### config.mk
export PLATFORM = sky130hd
export DESIGN_NAME = light_curtain_ctrl
export DESIGN_NICKNAME = d
export VERILOG_FILES = /design/src/lc_pkg.sv /design/src/light_curtain_ctrl.sv /design/src/reset_sequencer.sv
export VERILOG_INCLUDE_DIRS = /design/src
export SDC_FILE = /design/constraint.sdc
export NUM_CORES = 1
export LEC_CHECK = 0
export BUFFER_PORTS_ARGS = -buffer_cell sky130_fd_sc_hd__buf_2
export CORE_UTILIZATION = 25
export CTS_CLUSTER_SIZE = 20
export DETAILED_ROUTE_END_ITERATION = 8
export PLACE_DENSITY = 0.47
export SETUP_SLACK_MARGIN = 0.3
export SYNTH_ARGS = -nofsm -noshare
export SYNTH_HDL_FRONTEND = slang
export SYNTH_SLANG_ARGS = --single-unit
### constraint.sdc
create_clock -name aclk -period 3 [get_ports aclk]
set_clock_uncertainty 0.2 [all_clocks]
set_input_delay 0.6 -clock aclk [delete_from_list [all_inputs] [get_ports aclk]]
set_output_delay 0.6 -clock aclk [all_outputs]
set_load 0.01 [all_outputs]
### src/lc_params.svh
// constants for the light-curtain receiver control block
`ifndef LC_PARAMS_SVH
`define LC_PARAMS_SVH

// clock and timing, times in their own units
`define CLK_HZ            40000000
`define RESET_OPEN_MIN_MS 250
`define RESET_OPEN_MAX_MS 2000
`define FLASH_HALF_MS     250
`define NOISE_SCANS       4'h3

// register bus
`define ADDR_W            8
`define REG_CTRL          8'h00
`define REG_STATUS        8'h04
`define REG_IRQ_STATUS    8'h08
`define REG_IRQ_CLEAR     8'h0C
`define REG_IRQ_ENABLE    8'h10
`define RESP_OKAY         2'h0
`define RESP_SLVERR       2'h2

// control fields and reset values
`define CTRL_LATCH_BIT    0
`define CTRL_RESET        1'h0
`define IRQ_EN_RESET      4'h0

// status fields
`define ST_STATE_LSB      0
`define ST_OUT_BIT        3
`define ST_LED_LSB        4
`define ST_EMIT_LED_BIT   8
`define ST_CAUSE_LSB      9
`define ST_TEST_BIT       11

// interrupt bits
`define IRQ_W             4
`define IRQ_TRIP          0
`define IRQ_LOCKOUT       1
`define IRQ_RESET_OK      2
`define IRQ_TEST          3

`endif

### src/lc_pkg.sv
// types shared by the light-curtain receiver control block
package lc_pkg;
	typedef enum logic [2:0] {
		ST_POWERUP,
		ST_INPUT_FAULT,
		ST_RUN,
		ST_LATCHED,
		ST_LOCKOUT
	} state_t;

	typedef enum logic [1:0] {
		CAUSE_NONE,
		CAUSE_OUTPUT,
		CAUSE_OPTICAL,
		CAUSE_INTERNAL
	} cause_t;

	typedef struct packed {
		logic output_f;
		logic optical_f;
		logic internal_f;
		logic emitter_f;
	} fault_t;

	typedef struct packed {
		logic top_clear;
		logic bottom_clear;
		logic any_blocked;
		logic noise;
	} beams_t;

	typedef struct packed {
		logic top;
		logic bottom;
		logic red;
		logic green;
	} led_t;
endpackage

### src/light_curtain_ctrl.sv
// run-time control of a light-curtain receiver with an AXI4-Lite register slave
//
// Overview of operation
// - in run mode any blocked beam turns both safety outputs off at once.
// - trip mode restores outputs automatically when every beam is clear again.
// - latch mode after clearing keeps outputs off, green on, alignment LEDs flashing.
// - latch mode enables outputs only after a valid reset with beams clear in the first closed cycle and the pulse cycle.
// - a critical fault enters lockout: outputs off and diagnostic LED pattern.
// - lockout holds every safety output off until recovery.
// - receiver lockout ends by valid reset or power cycle; emitter only by power.
// - output fault: lockout, both alignment LEDs flash, red flashes, green off.
// - optical fault: lockout, top LED flashes, bottom off, red flashes, green off.
// - internal fault: alignment off, red flashes, green off; emitter LED stays on, flashing only for an emitter fault.
// - input open at power-up: red and green steady, alignment off, power cycle only.
// - input open while running is test mode: outputs off, red on, green flashes.
// - reset accepted only when the open phase lasts a quarter to two seconds.
// - latch mode demands a manual reset after each lockout; latch mode resets off, so power-up goes to run.
// - noise counts only when present on several consecutive scans.
`include "lc_params.svh"
`timescale 1ns/1ps
`default_nettype none
module light_curtain_ctrl #(
	parameter int unsigned RESET_MIN_CYC = (`CLK_HZ / 1000) * `RESET_OPEN_MIN_MS,
	parameter int unsigned RESET_MAX_CYC = (`CLK_HZ / 1000) * `RESET_OPEN_MAX_MS,
	parameter int unsigned FLASH_CYC     = (`CLK_HZ / 1000) * `FLASH_HALF_MS
) (
	// clock and reset
	input  wire logic                  aclk,
	input  wire logic                  aresetn,
	// scanning and self-test results
	input  wire lc_pkg::beams_t        beams,
	input  wire logic                  scan_strobe,
	input  wire lc_pkg::fault_t        faults,
	input  wire logic                  reset_input_closed,
	// machine side
	output logic                       safety_output_a,
	output logic                       safety_output_b,
	// indicators
	output lc_pkg::led_t               leds,
	output logic                       emitter_led,
	output logic                       irq,
	// AXI4-Lite slave
	input  wire logic [`ADDR_W-1:0]    s_axi_awaddr,
	input  wire logic                  s_axi_awvalid,
	output logic                       s_axi_awready,
	input  wire logic [31:0]           s_axi_wdata,
	input  wire logic [3:0]            s_axi_wstrb,
	input  wire logic                  s_axi_wvalid,
	output logic                       s_axi_wready,
	output logic [1:0]                 s_axi_bresp,
	output logic                       s_axi_bvalid,
	input  wire logic                  s_axi_bready,
	input  wire logic [`ADDR_W-1:0]    s_axi_araddr,
	input  wire logic                  s_axi_arvalid,
	output logic                       s_axi_arready,
	output logic [31:0]                s_axi_rdata,
	output logic [1:0]                 s_axi_rresp,
	output logic                       s_axi_rvalid,
	input  wire logic                  s_axi_rready
);
	lc_pkg::state_t           state_q;
	lc_pkg::cause_t           cause_q;
	lc_pkg::led_t             leds_d;
	logic                     latch_mode_q;
	logic                     emit_lock_q;
	logic [3:0]               noise_cnt_q;
	logic                     bad_q;
	logic                     test_q;
	logic [31:0]              flash_cnt_q;
	logic                     flash_q;
	logic                     out_on_d;
	logic                     reset_ok;
	logic                     valid_pulse;
	logic                     blocked;
	logic                     rx_fault;
	logic [`IRQ_W-1:0]        irq_status_q;
	logic [`IRQ_W-1:0]        irq_enable_q;
	logic [`IRQ_W-1:0]        irq_event;
	logic [`IRQ_W-1:0]        irq_clear;
	logic                     aw_held_q;
	logic                     w_held_q;
	logic [`ADDR_W-1:0]       awaddr_q;
	logic [31:0]              wdata_q;
	logic [3:0]               wstrb_q;
	logic                     wr_go;

	reset_sequencer #(
		.MIN_CYC (RESET_MIN_CYC),
		.MAX_CYC (RESET_MAX_CYC)
	) u_seq (
		.aclk         (aclk),
		.aresetn      (aresetn),
		.input_closed (reset_input_closed),
		.valid_pulse  (valid_pulse)
	);

	// a single noisy scan is ignored, a run of them counts as a blocked curtain
	always_ff @(posedge aclk) begin
		if (!aresetn) begin
			noise_cnt_q <= 4'h0;
		end else if (scan_strobe) begin
			if (!beams.noise) begin
				noise_cnt_q <= 4'h0;
			end else if (noise_cnt_q < `NOISE_SCANS) begin
				noise_cnt_q <= noise_cnt_q + 4'h1;
			end
		end
	end

	assign blocked  = beams.any_blocked || noise_cnt_q >= `NOISE_SCANS;
	assign rx_fault = faults.output_f || faults.optical_f || faults.internal_f;

	// emitter lockout survives any reset sequence, only aresetn clears it
	always_ff @(posedge aclk) begin
		if (!aresetn) begin
			emit_lock_q <= 1'b0;
		end else if (faults.emitter_f) begin
			emit_lock_q <= 1'b1;
		end
	end

	// beams must be clear in the first closed cycle and in the valid_pulse cycle; bad_q clears before the pulse
	always_ff @(posedge aclk) begin
		if (!aresetn) begin
			bad_q <= 1'b0;
		end else if (blocked) begin
			bad_q <= 1'b1;
		end else if (reset_input_closed && !valid_pulse) begin
			bad_q <= 1'b0;
		end
	end

	always_ff @(posedge aclk) begin
		if (!aresetn) begin
			test_q <= 1'b0;
		end else begin
			test_q <= !reset_input_closed;
		end
	end

	assign reset_ok = valid_pulse && !bad_q && !blocked;

	always_ff @(posedge aclk) begin
		if (!aresetn) begin
			state_q <= lc_pkg::ST_POWERUP;
		end else begin
			case (state_q)
				lc_pkg::ST_POWERUP: begin
					if (!reset_input_closed) begin
						state_q <= lc_pkg::ST_INPUT_FAULT;
					end else if (rx_fault || faults.emitter_f) begin
						state_q <= lc_pkg::ST_LOCKOUT;
					end else if (latch_mode_q) begin
						state_q <= lc_pkg::ST_LATCHED;
					end else begin
						state_q <= lc_pkg::ST_RUN;
					end
				end
				lc_pkg::ST_INPUT_FAULT: begin
					state_q <= lc_pkg::ST_INPUT_FAULT;
				end
				lc_pkg::ST_RUN: begin
					if (rx_fault || emit_lock_q) begin
						state_q <= lc_pkg::ST_LOCKOUT;
					end else if (latch_mode_q && (blocked || !reset_input_closed)) begin
						state_q <= lc_pkg::ST_LATCHED;
					end
				end
				lc_pkg::ST_LATCHED: begin
					if (rx_fault || emit_lock_q) begin
						state_q <= lc_pkg::ST_LOCKOUT;
					end else if (reset_ok) begin
						state_q <= lc_pkg::ST_RUN;
					end
				end
				lc_pkg::ST_LOCKOUT: begin
					if (valid_pulse && !rx_fault && !emit_lock_q) begin
						state_q <= latch_mode_q ? lc_pkg::ST_LATCHED
							: lc_pkg::ST_RUN;
					end
				end
				default: begin
					state_q <= lc_pkg::ST_LOCKOUT;
				end
			endcase
		end
	end

	// first fault seen picks the pattern, output fault outranks optical
	always_ff @(posedge aclk) begin
		if (!aresetn) begin
			cause_q <= lc_pkg::CAUSE_NONE;
		end else if (state_q != lc_pkg::ST_LOCKOUT) begin
			if (faults.output_f) begin
				cause_q <= lc_pkg::CAUSE_OUTPUT;
			end else if (faults.optical_f) begin
				cause_q <= lc_pkg::CAUSE_OPTICAL;
			end else begin
				cause_q <= lc_pkg::CAUSE_INTERNAL;
			end
		end
	end

	// faults are checked live so that off wins even before lockout is entered
	assign out_on_d = state_q == lc_pkg::ST_RUN && !blocked && reset_input_closed
		&& !rx_fault && !faults.emitter_f && !emit_lock_q;

	always_ff @(posedge aclk) begin
		if (!aresetn) begin
			safety_output_a <= 1'b0;
			safety_output_b <= 1'b0;
		end else begin
			safety_output_a <= out_on_d;
			safety_output_b <= out_on_d;
		end
	end

	always_ff @(posedge aclk) begin
		if (!aresetn) begin
			flash_cnt_q <= 32'h0000_0000;
			flash_q     <= 1'b0;
		end else if (flash_cnt_q >= FLASH_CYC - 1) begin
			flash_cnt_q <= 32'h0000_0000;
			flash_q     <= !flash_q;
		end else begin
			flash_cnt_q <= flash_cnt_q + 32'h0000_0001;
		end
	end

	always_comb begin
		leds_d = '{top: beams.top_clear, bottom: beams.bottom_clear,
			red: blocked, green: !blocked};
		case (state_q)
			lc_pkg::ST_POWERUP: begin
				leds_d = '{top: 1'b0, bottom: 1'b0, red: 1'b0, green: 1'b0};
			end
			lc_pkg::ST_INPUT_FAULT: begin
				leds_d = '{top: 1'b0, bottom: 1'b0, red: 1'b1, green: 1'b1};
			end
			lc_pkg::ST_LOCKOUT: begin
				case (cause_q)
					lc_pkg::CAUSE_OUTPUT:
						leds_d = '{top: flash_q, bottom: flash_q,
							red: flash_q, green: 1'b0};
					lc_pkg::CAUSE_OPTICAL:
						leds_d = '{top: flash_q, bottom: 1'b0,
							red: flash_q, green: 1'b0};
					default:
						leds_d = '{top: 1'b0, bottom: 1'b0,
							red: flash_q, green: 1'b0};
				endcase
			end
			lc_pkg::ST_LATCHED: begin
				if (!reset_input_closed) begin
					leds_d = '{top: 1'b0, bottom: 1'b0, red: 1'b1, green: flash_q};
				end else if (!blocked) begin
					leds_d = '{top: flash_q, bottom: flash_q,
						red: 1'b0, green: 1'b1};
				end
			end
			default: begin
				if (!reset_input_closed) begin
					leds_d = '{top: 1'b0, bottom: 1'b0, red: 1'b1, green: flash_q};
				end
			end
		endcase
	end

	always_ff @(posedge aclk) begin
		if (!aresetn) begin
			leds        <= '{top: 1'b0, bottom: 1'b0, red: 1'b0, green: 1'b0};
			emitter_led <= 1'b0;
		end else begin
			leds        <= leds_d;
			emitter_led <= emit_lock_q ? flash_q : 1'b1;
		end
	end

	// interrupt sources
	assign irq_event[`IRQ_TRIP]     = safety_output_a && !out_on_d;
	assign irq_event[`IRQ_LOCKOUT]  = state_q != lc_pkg::ST_LOCKOUT
		&& state_q != lc_pkg::ST_INPUT_FAULT
		&& (rx_fault || faults.emitter_f || emit_lock_q);
	assign irq_event[`IRQ_RESET_OK] = valid_pulse && state_q != lc_pkg::ST_RUN
		&& state_q != lc_pkg::ST_INPUT_FAULT;
	assign irq_event[`IRQ_TEST]     = !reset_input_closed && !test_q;
	assign irq_clear = (wr_go && awaddr_q == `REG_IRQ_CLEAR && wstrb_q[0])
		? wdata_q[`IRQ_W-1:0] : {`IRQ_W{1'b0}};

	// a new event beats a clear landing in the same cycle
	for (genvar i = 0; i < `IRQ_W; i++) begin : g_irq
		always_ff @(posedge aclk) begin
			if (!aresetn) begin
				irq_status_q[i] <= 1'b0;
			end else if (irq_event[i]) begin
				irq_status_q[i] <= 1'b1;
			end else if (irq_clear[i]) begin
				irq_status_q[i] <= 1'b0;
			end
		end
	end

	always_ff @(posedge aclk) begin
		if (!aresetn) begin
			irq <= 1'b0;
		end else begin
			irq <= |(irq_status_q & irq_enable_q);
		end
	end

	// write channel: address and data taken in either order, then one response
	assign wr_go = aw_held_q && w_held_q && !s_axi_bvalid;

	always_ff @(posedge aclk) begin
		if (!aresetn) begin
			aw_held_q     <= 1'b0;
			s_axi_awready <= 1'b1;
			awaddr_q      <= {`ADDR_W{1'b0}};
		end else if (s_axi_awvalid && s_axi_awready) begin
			aw_held_q     <= 1'b1;
			s_axi_awready <= 1'b0;
			awaddr_q      <= s_axi_awaddr;
		end else if (wr_go) begin
			aw_held_q     <= 1'b0;
			s_axi_awready <= 1'b1;
		end
	end

	always_ff @(posedge aclk) begin
		if (!aresetn) begin
			w_held_q     <= 1'b0;
			s_axi_wready <= 1'b1;
			wdata_q      <= 32'h0000_0000;
			wstrb_q      <= 4'h0;
		end else if (s_axi_wvalid && s_axi_wready) begin
			w_held_q     <= 1'b1;
			s_axi_wready <= 1'b0;
			wdata_q      <= s_axi_wdata;
			wstrb_q      <= s_axi_wstrb;
		end else if (wr_go) begin
			w_held_q     <= 1'b0;
			s_axi_wready <= 1'b1;
		end
	end

	always_ff @(posedge aclk) begin
		if (!aresetn) begin
			s_axi_bvalid <= 1'b0;
			s_axi_bresp  <= `RESP_OKAY;
		end else if (wr_go) begin
			s_axi_bvalid <= 1'b1;
			s_axi_bresp  <= (awaddr_q == `REG_CTRL || awaddr_q == `REG_IRQ_CLEAR
				|| awaddr_q == `REG_IRQ_ENABLE) ? `RESP_OKAY : `RESP_SLVERR;
		end else if (s_axi_bready) begin
			s_axi_bvalid <= 1'b0;
		end
	end

	always_ff @(posedge aclk) begin
		if (!aresetn) begin
			latch_mode_q <= `CTRL_RESET;
			irq_enable_q <= `IRQ_EN_RESET;
		end else if (wr_go && wstrb_q[0]) begin
			if (awaddr_q == `REG_CTRL) begin
				latch_mode_q <= wdata_q[`CTRL_LATCH_BIT];
			end
			if (awaddr_q == `REG_IRQ_ENABLE) begin
				irq_enable_q <= wdata_q[`IRQ_W-1:0];
			end
		end
	end

	// read channel, one answer per address
	always_ff @(posedge aclk) begin
		if (!aresetn) begin
			s_axi_arready <= 1'b1;
			s_axi_rvalid  <= 1'b0;
			s_axi_rdata   <= 32'h0000_0000;
			s_axi_rresp   <= `RESP_OKAY;
		end else if (s_axi_arvalid && s_axi_arready) begin
			s_axi_arready <= 1'b0;
			s_axi_rvalid  <= 1'b1;
			s_axi_rresp   <= `RESP_OKAY;
			s_axi_rdata   <= 32'h0000_0000;
			case (s_axi_araddr)
				`REG_CTRL:       s_axi_rdata[`CTRL_LATCH_BIT] <= latch_mode_q;
				`REG_STATUS: begin
					s_axi_rdata[`ST_STATE_LSB +: 3] <= state_q;
					s_axi_rdata[`ST_OUT_BIT]         <= safety_output_a;
					s_axi_rdata[`ST_LED_LSB +: 4]    <= leds;
					s_axi_rdata[`ST_EMIT_LED_BIT]    <= emitter_led;
					s_axi_rdata[`ST_CAUSE_LSB +: 2]  <= cause_q;
					s_axi_rdata[`ST_TEST_BIT]        <= test_q;
				end
				`REG_IRQ_STATUS: s_axi_rdata[`IRQ_W-1:0] <= irq_status_q;
				`REG_IRQ_CLEAR:  s_axi_rdata <= 32'h0000_0000;
				`REG_IRQ_ENABLE: s_axi_rdata[`IRQ_W-1:0] <= irq_enable_q;
				default:         s_axi_rresp <= `RESP_SLVERR;
			endcase
		end else if (s_axi_rvalid && s_axi_rready) begin
			s_axi_rvalid  <= 1'b0;
			s_axi_arready <= 1'b1;
		end
	end
endmodule // light_curtain_ctrl
`default_nettype wire

### src/reset_sequencer.sv
// times the open phase of the reset/test input and flags a valid reset
`timescale 1ns/1ps
`default_nettype none
module reset_sequencer #(
	parameter int unsigned MIN_CYC = 10000000,
	parameter int unsigned MAX_CYC = 80000000
) (
	// clock and reset
	input  wire logic aclk,
	input  wire logic aresetn,
	// reset/test input, high while closed
	input  wire logic input_closed,
	// result
	output logic      valid_pulse
);
	logic [31:0] open_cnt_q;
	logic        was_open_q;

	// count saturates just past the window so long opens stay rejected
	always_ff @(posedge aclk) begin
		if (!aresetn) begin
			open_cnt_q <= 32'h0000_0000;
		end else if (input_closed) begin
			open_cnt_q <= 32'h0000_0000;
		end else if (open_cnt_q <= MAX_CYC) begin
			open_cnt_q <= open_cnt_q + 32'h0000_0001;
		end
	end

	always_ff @(posedge aclk) begin
		if (!aresetn) begin
			was_open_q <= 1'b0;
		end else begin
			was_open_q <= !input_closed;
		end
	end

	always_ff @(posedge aclk) begin
		if (!aresetn) begin
			valid_pulse <= 1'b0;
		end else begin
			valid_pulse <= was_open_q && input_closed
				&& open_cnt_q >= MIN_CYC && open_cnt_q <= MAX_CYC;
		end
	end
endmodule // reset_sequencer
`default_nettype wire
==> results.cfg, run 1 <==
[floorplan]
die_w_um = 155
core_area_um2 = 22800
start_util_pct = 25.7
num_io_pins = 118
fp.dieArea_um2 = 24000
dieHeight_um = 155
core.rowCount = 55

[clocking]
clk_latency_ns = 0.41
clock-root-buffer = clkbuf_16
cts_sinks = 128
htree_levels = 4
post_cts_buffers = 0
clk_pin_slew_ns = 0.06
post_cts_resized = 0
cts_tree = yes
clockBufferDepth = 2
cts_buffers = 17
hold_buffers = 0

[setup_path]
max_stage_delay_ns = 0.55
cp_data_arrival_time_ns = 2.54
worstReg2RegStart = u_seq.open_cnt_q[7]
cp.required_ns = 3.15
r2r-end = u_seq.open_cnt_q[24]
crit_family = simple AND/OR/NAND/NOR gates
rr_worst_depth = 5
endpoint_kind = flop
critical_path_class = flop to flop
critPathSlowestCell = nor3_1
cp_cell_sequence = nand4_1, nor3_1, nand2_1, or4b_1, a21oi_1
critPathBufInv = 0
worstSetupStartpointType = flop
path_max_fanout = 8
reg2reg_setup_slack_ns = 0.61

[drt]
route.detailed.drc = 0
num_vias = 4960
viasPerCell = 4.53
antenna_left = 0
wl_per_cell_um = 12.2
drt_iter0_drc = 265
routed_wl_mm = 13.4
dr.pass1.iters = 4

[cells_and_area]
design_area_um2 = 7060
layout.nets = 844
n_antenna_cell = 0
fillers = 2451
syn_to_final_growth_pct = 20.6
multi_input_area_um2 = 2990
fin_util_pct = 31.0
drive_gt1_share_pct = 16.1
seqCellArea_um2 = 2560

[outcome]
outcome = finished clean

[sta]
setup_ws_ns = 0.610
min_period_ns = 2.39
max_freq_mhz = 418
finalSetupViolations = 0
slew_violations = 0
rsz0062_at_grt = no
timing.hold.ws_ns = 0.226
worst_slew_margin_rel_pct = 58.1
max_slew.worst_pin.slew_ns = 0.623
finalHoldViolCount = 0
tns_ns = 0
finalCritPeriodShare_pct = 79.7

[job]
max-cap-violations = 0

[synth]
synth_edf_count = 0
syn_area_um2 = 5850
synthTopCellsByCount = 128 x dfxtp_1, 79 x nor2_1, 75 x nand2_1
yosys-top-cells-area = dfxtp_1 44%, nor2_1 5.1%, nand2_1 4.8%
synth.most_common_cell = dfxtp_1
synthDistinctLibCells = 64
async_flop_share_pct = 0
yosys.area.top_type = dfxtp_1
syn_inst = 696
synth_top_flop_cell = dfxtp_1
netlist.area_leader.share_pct = 43.8
synth_warnings = 0
ys_seq_area_share_pct = 43.8
synth-seq-cells = 128
synth.avg_cell_area_um2 = 8.41

[pwr]
peakVddDrop_mv = 0.404
power_leakage_nw = 2.62
power_density_nw_per_um2 = 588

[place]
post-dp-hpwl_mm = 9.41
dpl_cell_area_um2 = 6450
port_buffers = 64
post-place-ws_ns = 0.625
routabilityCongestion = 0.769

[global_route]
track_usage_pct = 11.7
grt_max_degree = 56
grt_pass1_vias = 4572
antenna_found_initial = 0
grt_pass1_wl_mm = 22.7
grt-ovfl-total = 0

[min_path]
hold-path-cell-count = 3
hold_end = awaddr_q[7]
hold_path_class = input pin to flop
hold_start = s_axi_awaddr[7]
logic make-up after synthesis:
group	synth area share, %
adder cells (fa/ha/maj)	1.28
multiplexers	1.03
AND/OR/NAND/NOR	27.3
other	0.0641
buffers and inverters	6.93
XOR/XNOR	3.89
flip-flops	43.8
AO/OA/AOI/OAI	15.7
worst min-delay path, cell delays in order:
cell     delay [ns]
buf_2          0.09
nand2_1        0.05
a21oi_1        0.05
sequential cells by signal, indices dropped and copies added (netlist names), 4 cells and up:
| register | flops |
|---|---|
| awaddr_q | 8 |
| noise_cnt_q | 4 |
| irq_enable_q | 4 |
| s_axi_rdata | 12 |
| flash_cnt_q | 32 |
| leds | 4 |
| wdata_q | 4 |
| u_seq.open_cnt_q | 32 |
| irq_status_q | 4 |
layer usage:
metal / up-vias / global-route usage (%) / share of wire, %
met1: 2287 / 15.0 / 50
met4: 0 / 4.76 / 1.5
met5: - / 0 / 0
li1: 2577 / - / -
met2: 81 / 18.8 / 45
met3: 15 / 2.95 / 3.4
placed cells by master (no fill, tap or decap), types with 3 or more instances in the layout:
cell	instances
or4_1	15
nor4_1	7
or4b_1	3
o211ai_1	4
o21ai_0	30
clkbuf_16	17
xor2_1	17
and3_1	12
ha_1	6
nand3_1	33
and2_1	5
buf_2	64
nor2_1	79
dfxtp_1	128
a22oi_1	19
conb_1	30
bufinv_16	3
and4_1	5
a21oi_1	54
inv_6	4
or3_1	11
nor2_4	8
nor3_1	14
nor2b_1	5
o31ai_1	5
o21ai_1	5
nand2b_1	3
o21a_1	5
a211oi_1	3
nand2_1	75
clkinv_4	4
mux2i_1	6
inv_1	20
xnor2_1	9
buf_4	13
nand4_1	18
stage by stage:
| stage | cells | power, W |
|---|---|---|
| after floorplan | 725 | 0.00200 |
| after global placement | 1063 | 0.00207 |
| after detailed placement | 1063 | 0.00207 |
| after CTS | 1095 | 0.00422 |
| after global routing | 1095 | 0.00433 |
| final | 1095 | 0.00415 |
final cells by class:
type                       instances  share of cell area, %
sequential                       128                   36.3
clock inverter                    14                   2.55
clock buffer                      18                   6.08
tap                              313                   5.55
multi-input combinational        523                   42.4
timing repair buffer              77                   5.92
inverter                          22                   1.17
worst max path at each step:
stage | start | endpoint | slack, ns | depth (start not counted)
6_report | u_seq.open_cnt_q[7] | u_seq.open_cnt_q[24] | 0.61 | 5
5_1_grt | u_seq.open_cnt_q[7] | u_seq.open_cnt_q[24] | 0.38 | 5
4_1_cts | flash_cnt_q[15] | flash_cnt_q[4] | 0.61 | 7
3_5_place_dp | flash_cnt_q[15] | flash_cnt_q[4] | 0.62 | 7
3_3_place_gp | reset_input_closed | u_seq.open_cnt_q[13] | 0.63 | 6
2_1_floorplan | s_axi_araddr[1] | s_axi_rdata[10] | 0.79 | 6
power breakdown:
group / internal [W] / switching [W]
Sequential: 0.00175 / 0.0000486
Clock: 0.00132 / 0.000795
Combinational: 0.0000915 / 0.000144
Power figures use the tool's default switching activity.
==> run 2: changes to the inputs <==
--- a/config.mk
+++ b/config.mk
@@ -10,7 +10,7 @@
 export CORE_UTILIZATION = 25
 export CTS_CLUSTER_SIZE = 20
 export DETAILED_ROUTE_END_ITERATION = 8
-export PLACE_DENSITY = 0.47
+export PLACE_DENSITY = 0.48
 export SETUP_SLACK_MARGIN = 0.3
 export SYNTH_ARGS = -nofsm -noshare
 export SYNTH_HDL_FRONTEND = slang
==> constraint.sdc (replaced) <==
create_clock -name aclk -period 2 [get_ports aclk]
set_clock_uncertainty 0.2 [all_clocks]
set_input_delay 0.4 -clock aclk [delete_from_list [all_inputs] [get_ports aclk]]
set_output_delay 0.4 -clock aclk [all_outputs]
set_load 0.01 [all_outputs]
==> results.cfg, run 2 (synthesis gave the netlist of run 1 again) <==
[cells_and_area]
layout.nets = 954
syn_to_final_growth_pct = 44.8
fin_util_pct = 37.2
n_antenna_cell = 0
top_regs = flash_cnt_q (32), u_seq.open_cnt_q (32), s_axi_rdata (12)
layout_common_cells = 109 x dfxtp_1, 104 x buf_4, 69 x nand2_1, 64 x nor2_1, 64 x buf_2
drive_gt1_share_pct = 36.8
final_common_cell = dfxtp_1

[floorplan]
core_area_um2 = 22800
core.rowCount = 55
start_util_pct = 25.7
fp.dieArea_um2 = 24000
num_io_pins = 118
dieHeight_um = 155
die_w_um = 155

[outcome]
violations = setup timing
outcome = finished, violations left

[global_route]
track_usage_pct = 12.9
grt_pass1_vias = 4987
grt_max_degree = 56
grt-ovfl-total = 0
antenna_found_initial = 0
grt_pass1_wl_mm = 24.7

[setup_path]
r2r-end = u_seq.open_cnt_q[17]
worstReg2RegStart = u_seq.open_cnt_q[28]
crit_end = u_seq.open_cnt_q[17]
worstSetupStartpointType = flop
path_max_fanout = 18
critical_path_class = flop to flop
worstSetupStartpoint = u_seq.open_cnt_q[28]
reg2reg_setup_slack_ns = -0.17
cp.required_ns = 2.16
cp_data_arrival_time_ns = 2.33
rr_worst_depth = 8
endpoint_kind = flop

[job]
max-cap-violations = 0

[drt]
routed_wl_mm = 15.1
drt_iter0_drc = 277
wl_per_cell_um = 12.6
dr.pass1.iters = 4
num_vias = 5466
antenna_left = 0
viasPerCell = 4.54
route.detailed.drc = 0

[pwr]
power_density_nw_per_um2 = 754
peakVddDrop_mv = 0.546
power_leakage_nw = 3.37
power_w = 0.00639

[place]
port_buffers = 64
routabilityCongestion = 0.750
post-dp-hpwl_mm = 10.4

[clocking]
clk_latency_ns = 0.42
clk_pin_slew_ns = 0.06
cts_buffers = 17
htree_levels = 4
cts_sinks = 128
clockBufferDepth = 2
clock-root-buffer = clkbuf_16
cts_tree = yes

[sta]
min_period_ns = 2.17
timing.hold.ws_ns = 0.0149
finalCritPeriodShare_pct = 108
setup_ws_ns = -0.166
finalSetupViolations = 51
finalHoldViolCount = 0
max_freq_mhz = 462
slew_violations = 0
rsz0062_at_grt = yes

[min_path]
hold_path_class = input pin to flop
-- run 2: cell types whose count changed in the layout (fill, tap and decap cells not counted), moves of 10 or more --
cell / previous run / this run
nor2_1: 79 / 64
nor2_2: 2 / 12
a21oi_1: 54 / 43
a21oi_2: 1 / 12
dfxtp_2: 0 / 16
buf_6: 0 / 10
dfxtp_1: 128 / 109
buf_4: 13 / 104
-- run 2: what timing repair did --
item / 4_1_cts / 5_1_grt
cloned: 4 / 0
setup endpoints to repair: 64 / 69
buffers inserted: 10 / 5
resized for setup: 50 / 53
pin swaps: 26 / 27
hold buffers: 0 / 0
-- run 2: routing by layer --
metal | track usage, % | wire length [um] | vias to the layer above
met2 | 20.0 | 6910 | 96
met4 | 4.20 | 211 | 0
met5 | 0 | 0 | -
met3 | 3.37 | 531 | 23
met1 | 17.4 | 7470 | 2555
li1 | - | - | 2792
-- run 2: power by group --
group / leakage [nW] / total (W) / internal [W] / switching (W)
clock: 0.300 / 0.00327 / 0.00200 / 0.00126
combinational: 2.02 / 0.000443 / 0.000189 / 0.000254
sequential: 1.05 / 0.00268 / 0.00262 / 0.0000613
total: 3.37 / 0.00639 / 0.00481 / 0.00158
-- run 2: worst min-delay path by stage --
| stage | startpoint | end | slack [ns] | depth (start not counted) |
|---|---|---|---|---|
| finish | s_axi_awaddr[6] | awaddr_q[6] | 0.01 | 3 |
| global route | s_axi_wstrb[0] | wstrb_q[0] | 0.01 | 3 |
| CTS | s_axi_awaddr[5] | awaddr_q[5] | 0.003 | 3 |
| detailed placement | awaddr_q[6] | awaddr_q[6] | 0.25 | 2 |
| global placement | awaddr_q[6] | awaddr_q[6] | 0.24 | 2 |
| floorplan | flash_cnt_q[0] | flash_cnt_q[0] | 0.23 | 1 |
-- run 2: critical path: stages (launching register included) --
cell	delay, ns
dfxtp_1	0.31
nor4_2	0.27
buf_4	0.16
nand4_1	0.09
nor3_2	0.19
a21oi_2	0.07
buf_12	0.16
or4_1	0.52
a21oi_2	0.13
-- run 2: area by class of cell --
| cell class | instances | area [um2] |
|---|---|---|
| fill | 2319 | 14300 |
| multi-input combinational | 523 | 3360 |
| clock buffer | 17 | 425 |
| timing repair buffer | 187 | 1420 |
| inverter | 22 | 82.6 |
| clock inverter | 15 | 198 |
| sequential | 128 | 2590 |
| tap | 313 | 392 |
-- run 2: per-stage QoR --
step	TNS (ns)	cell area, um2	cells	setup slack (ns)
2_1_floorplan	0	6070	725	0.0136
3_3_place_gp	-3.81	7250	1154	-0.204
3_5_place_dp	-4.98	7250	1154	-0.245
4_1_cts	-4.26	8230	1200	-0.150
5_1_grt	-7.67	8470	1205	-0.283
6_report	-3.28	8470	1205	-0.166
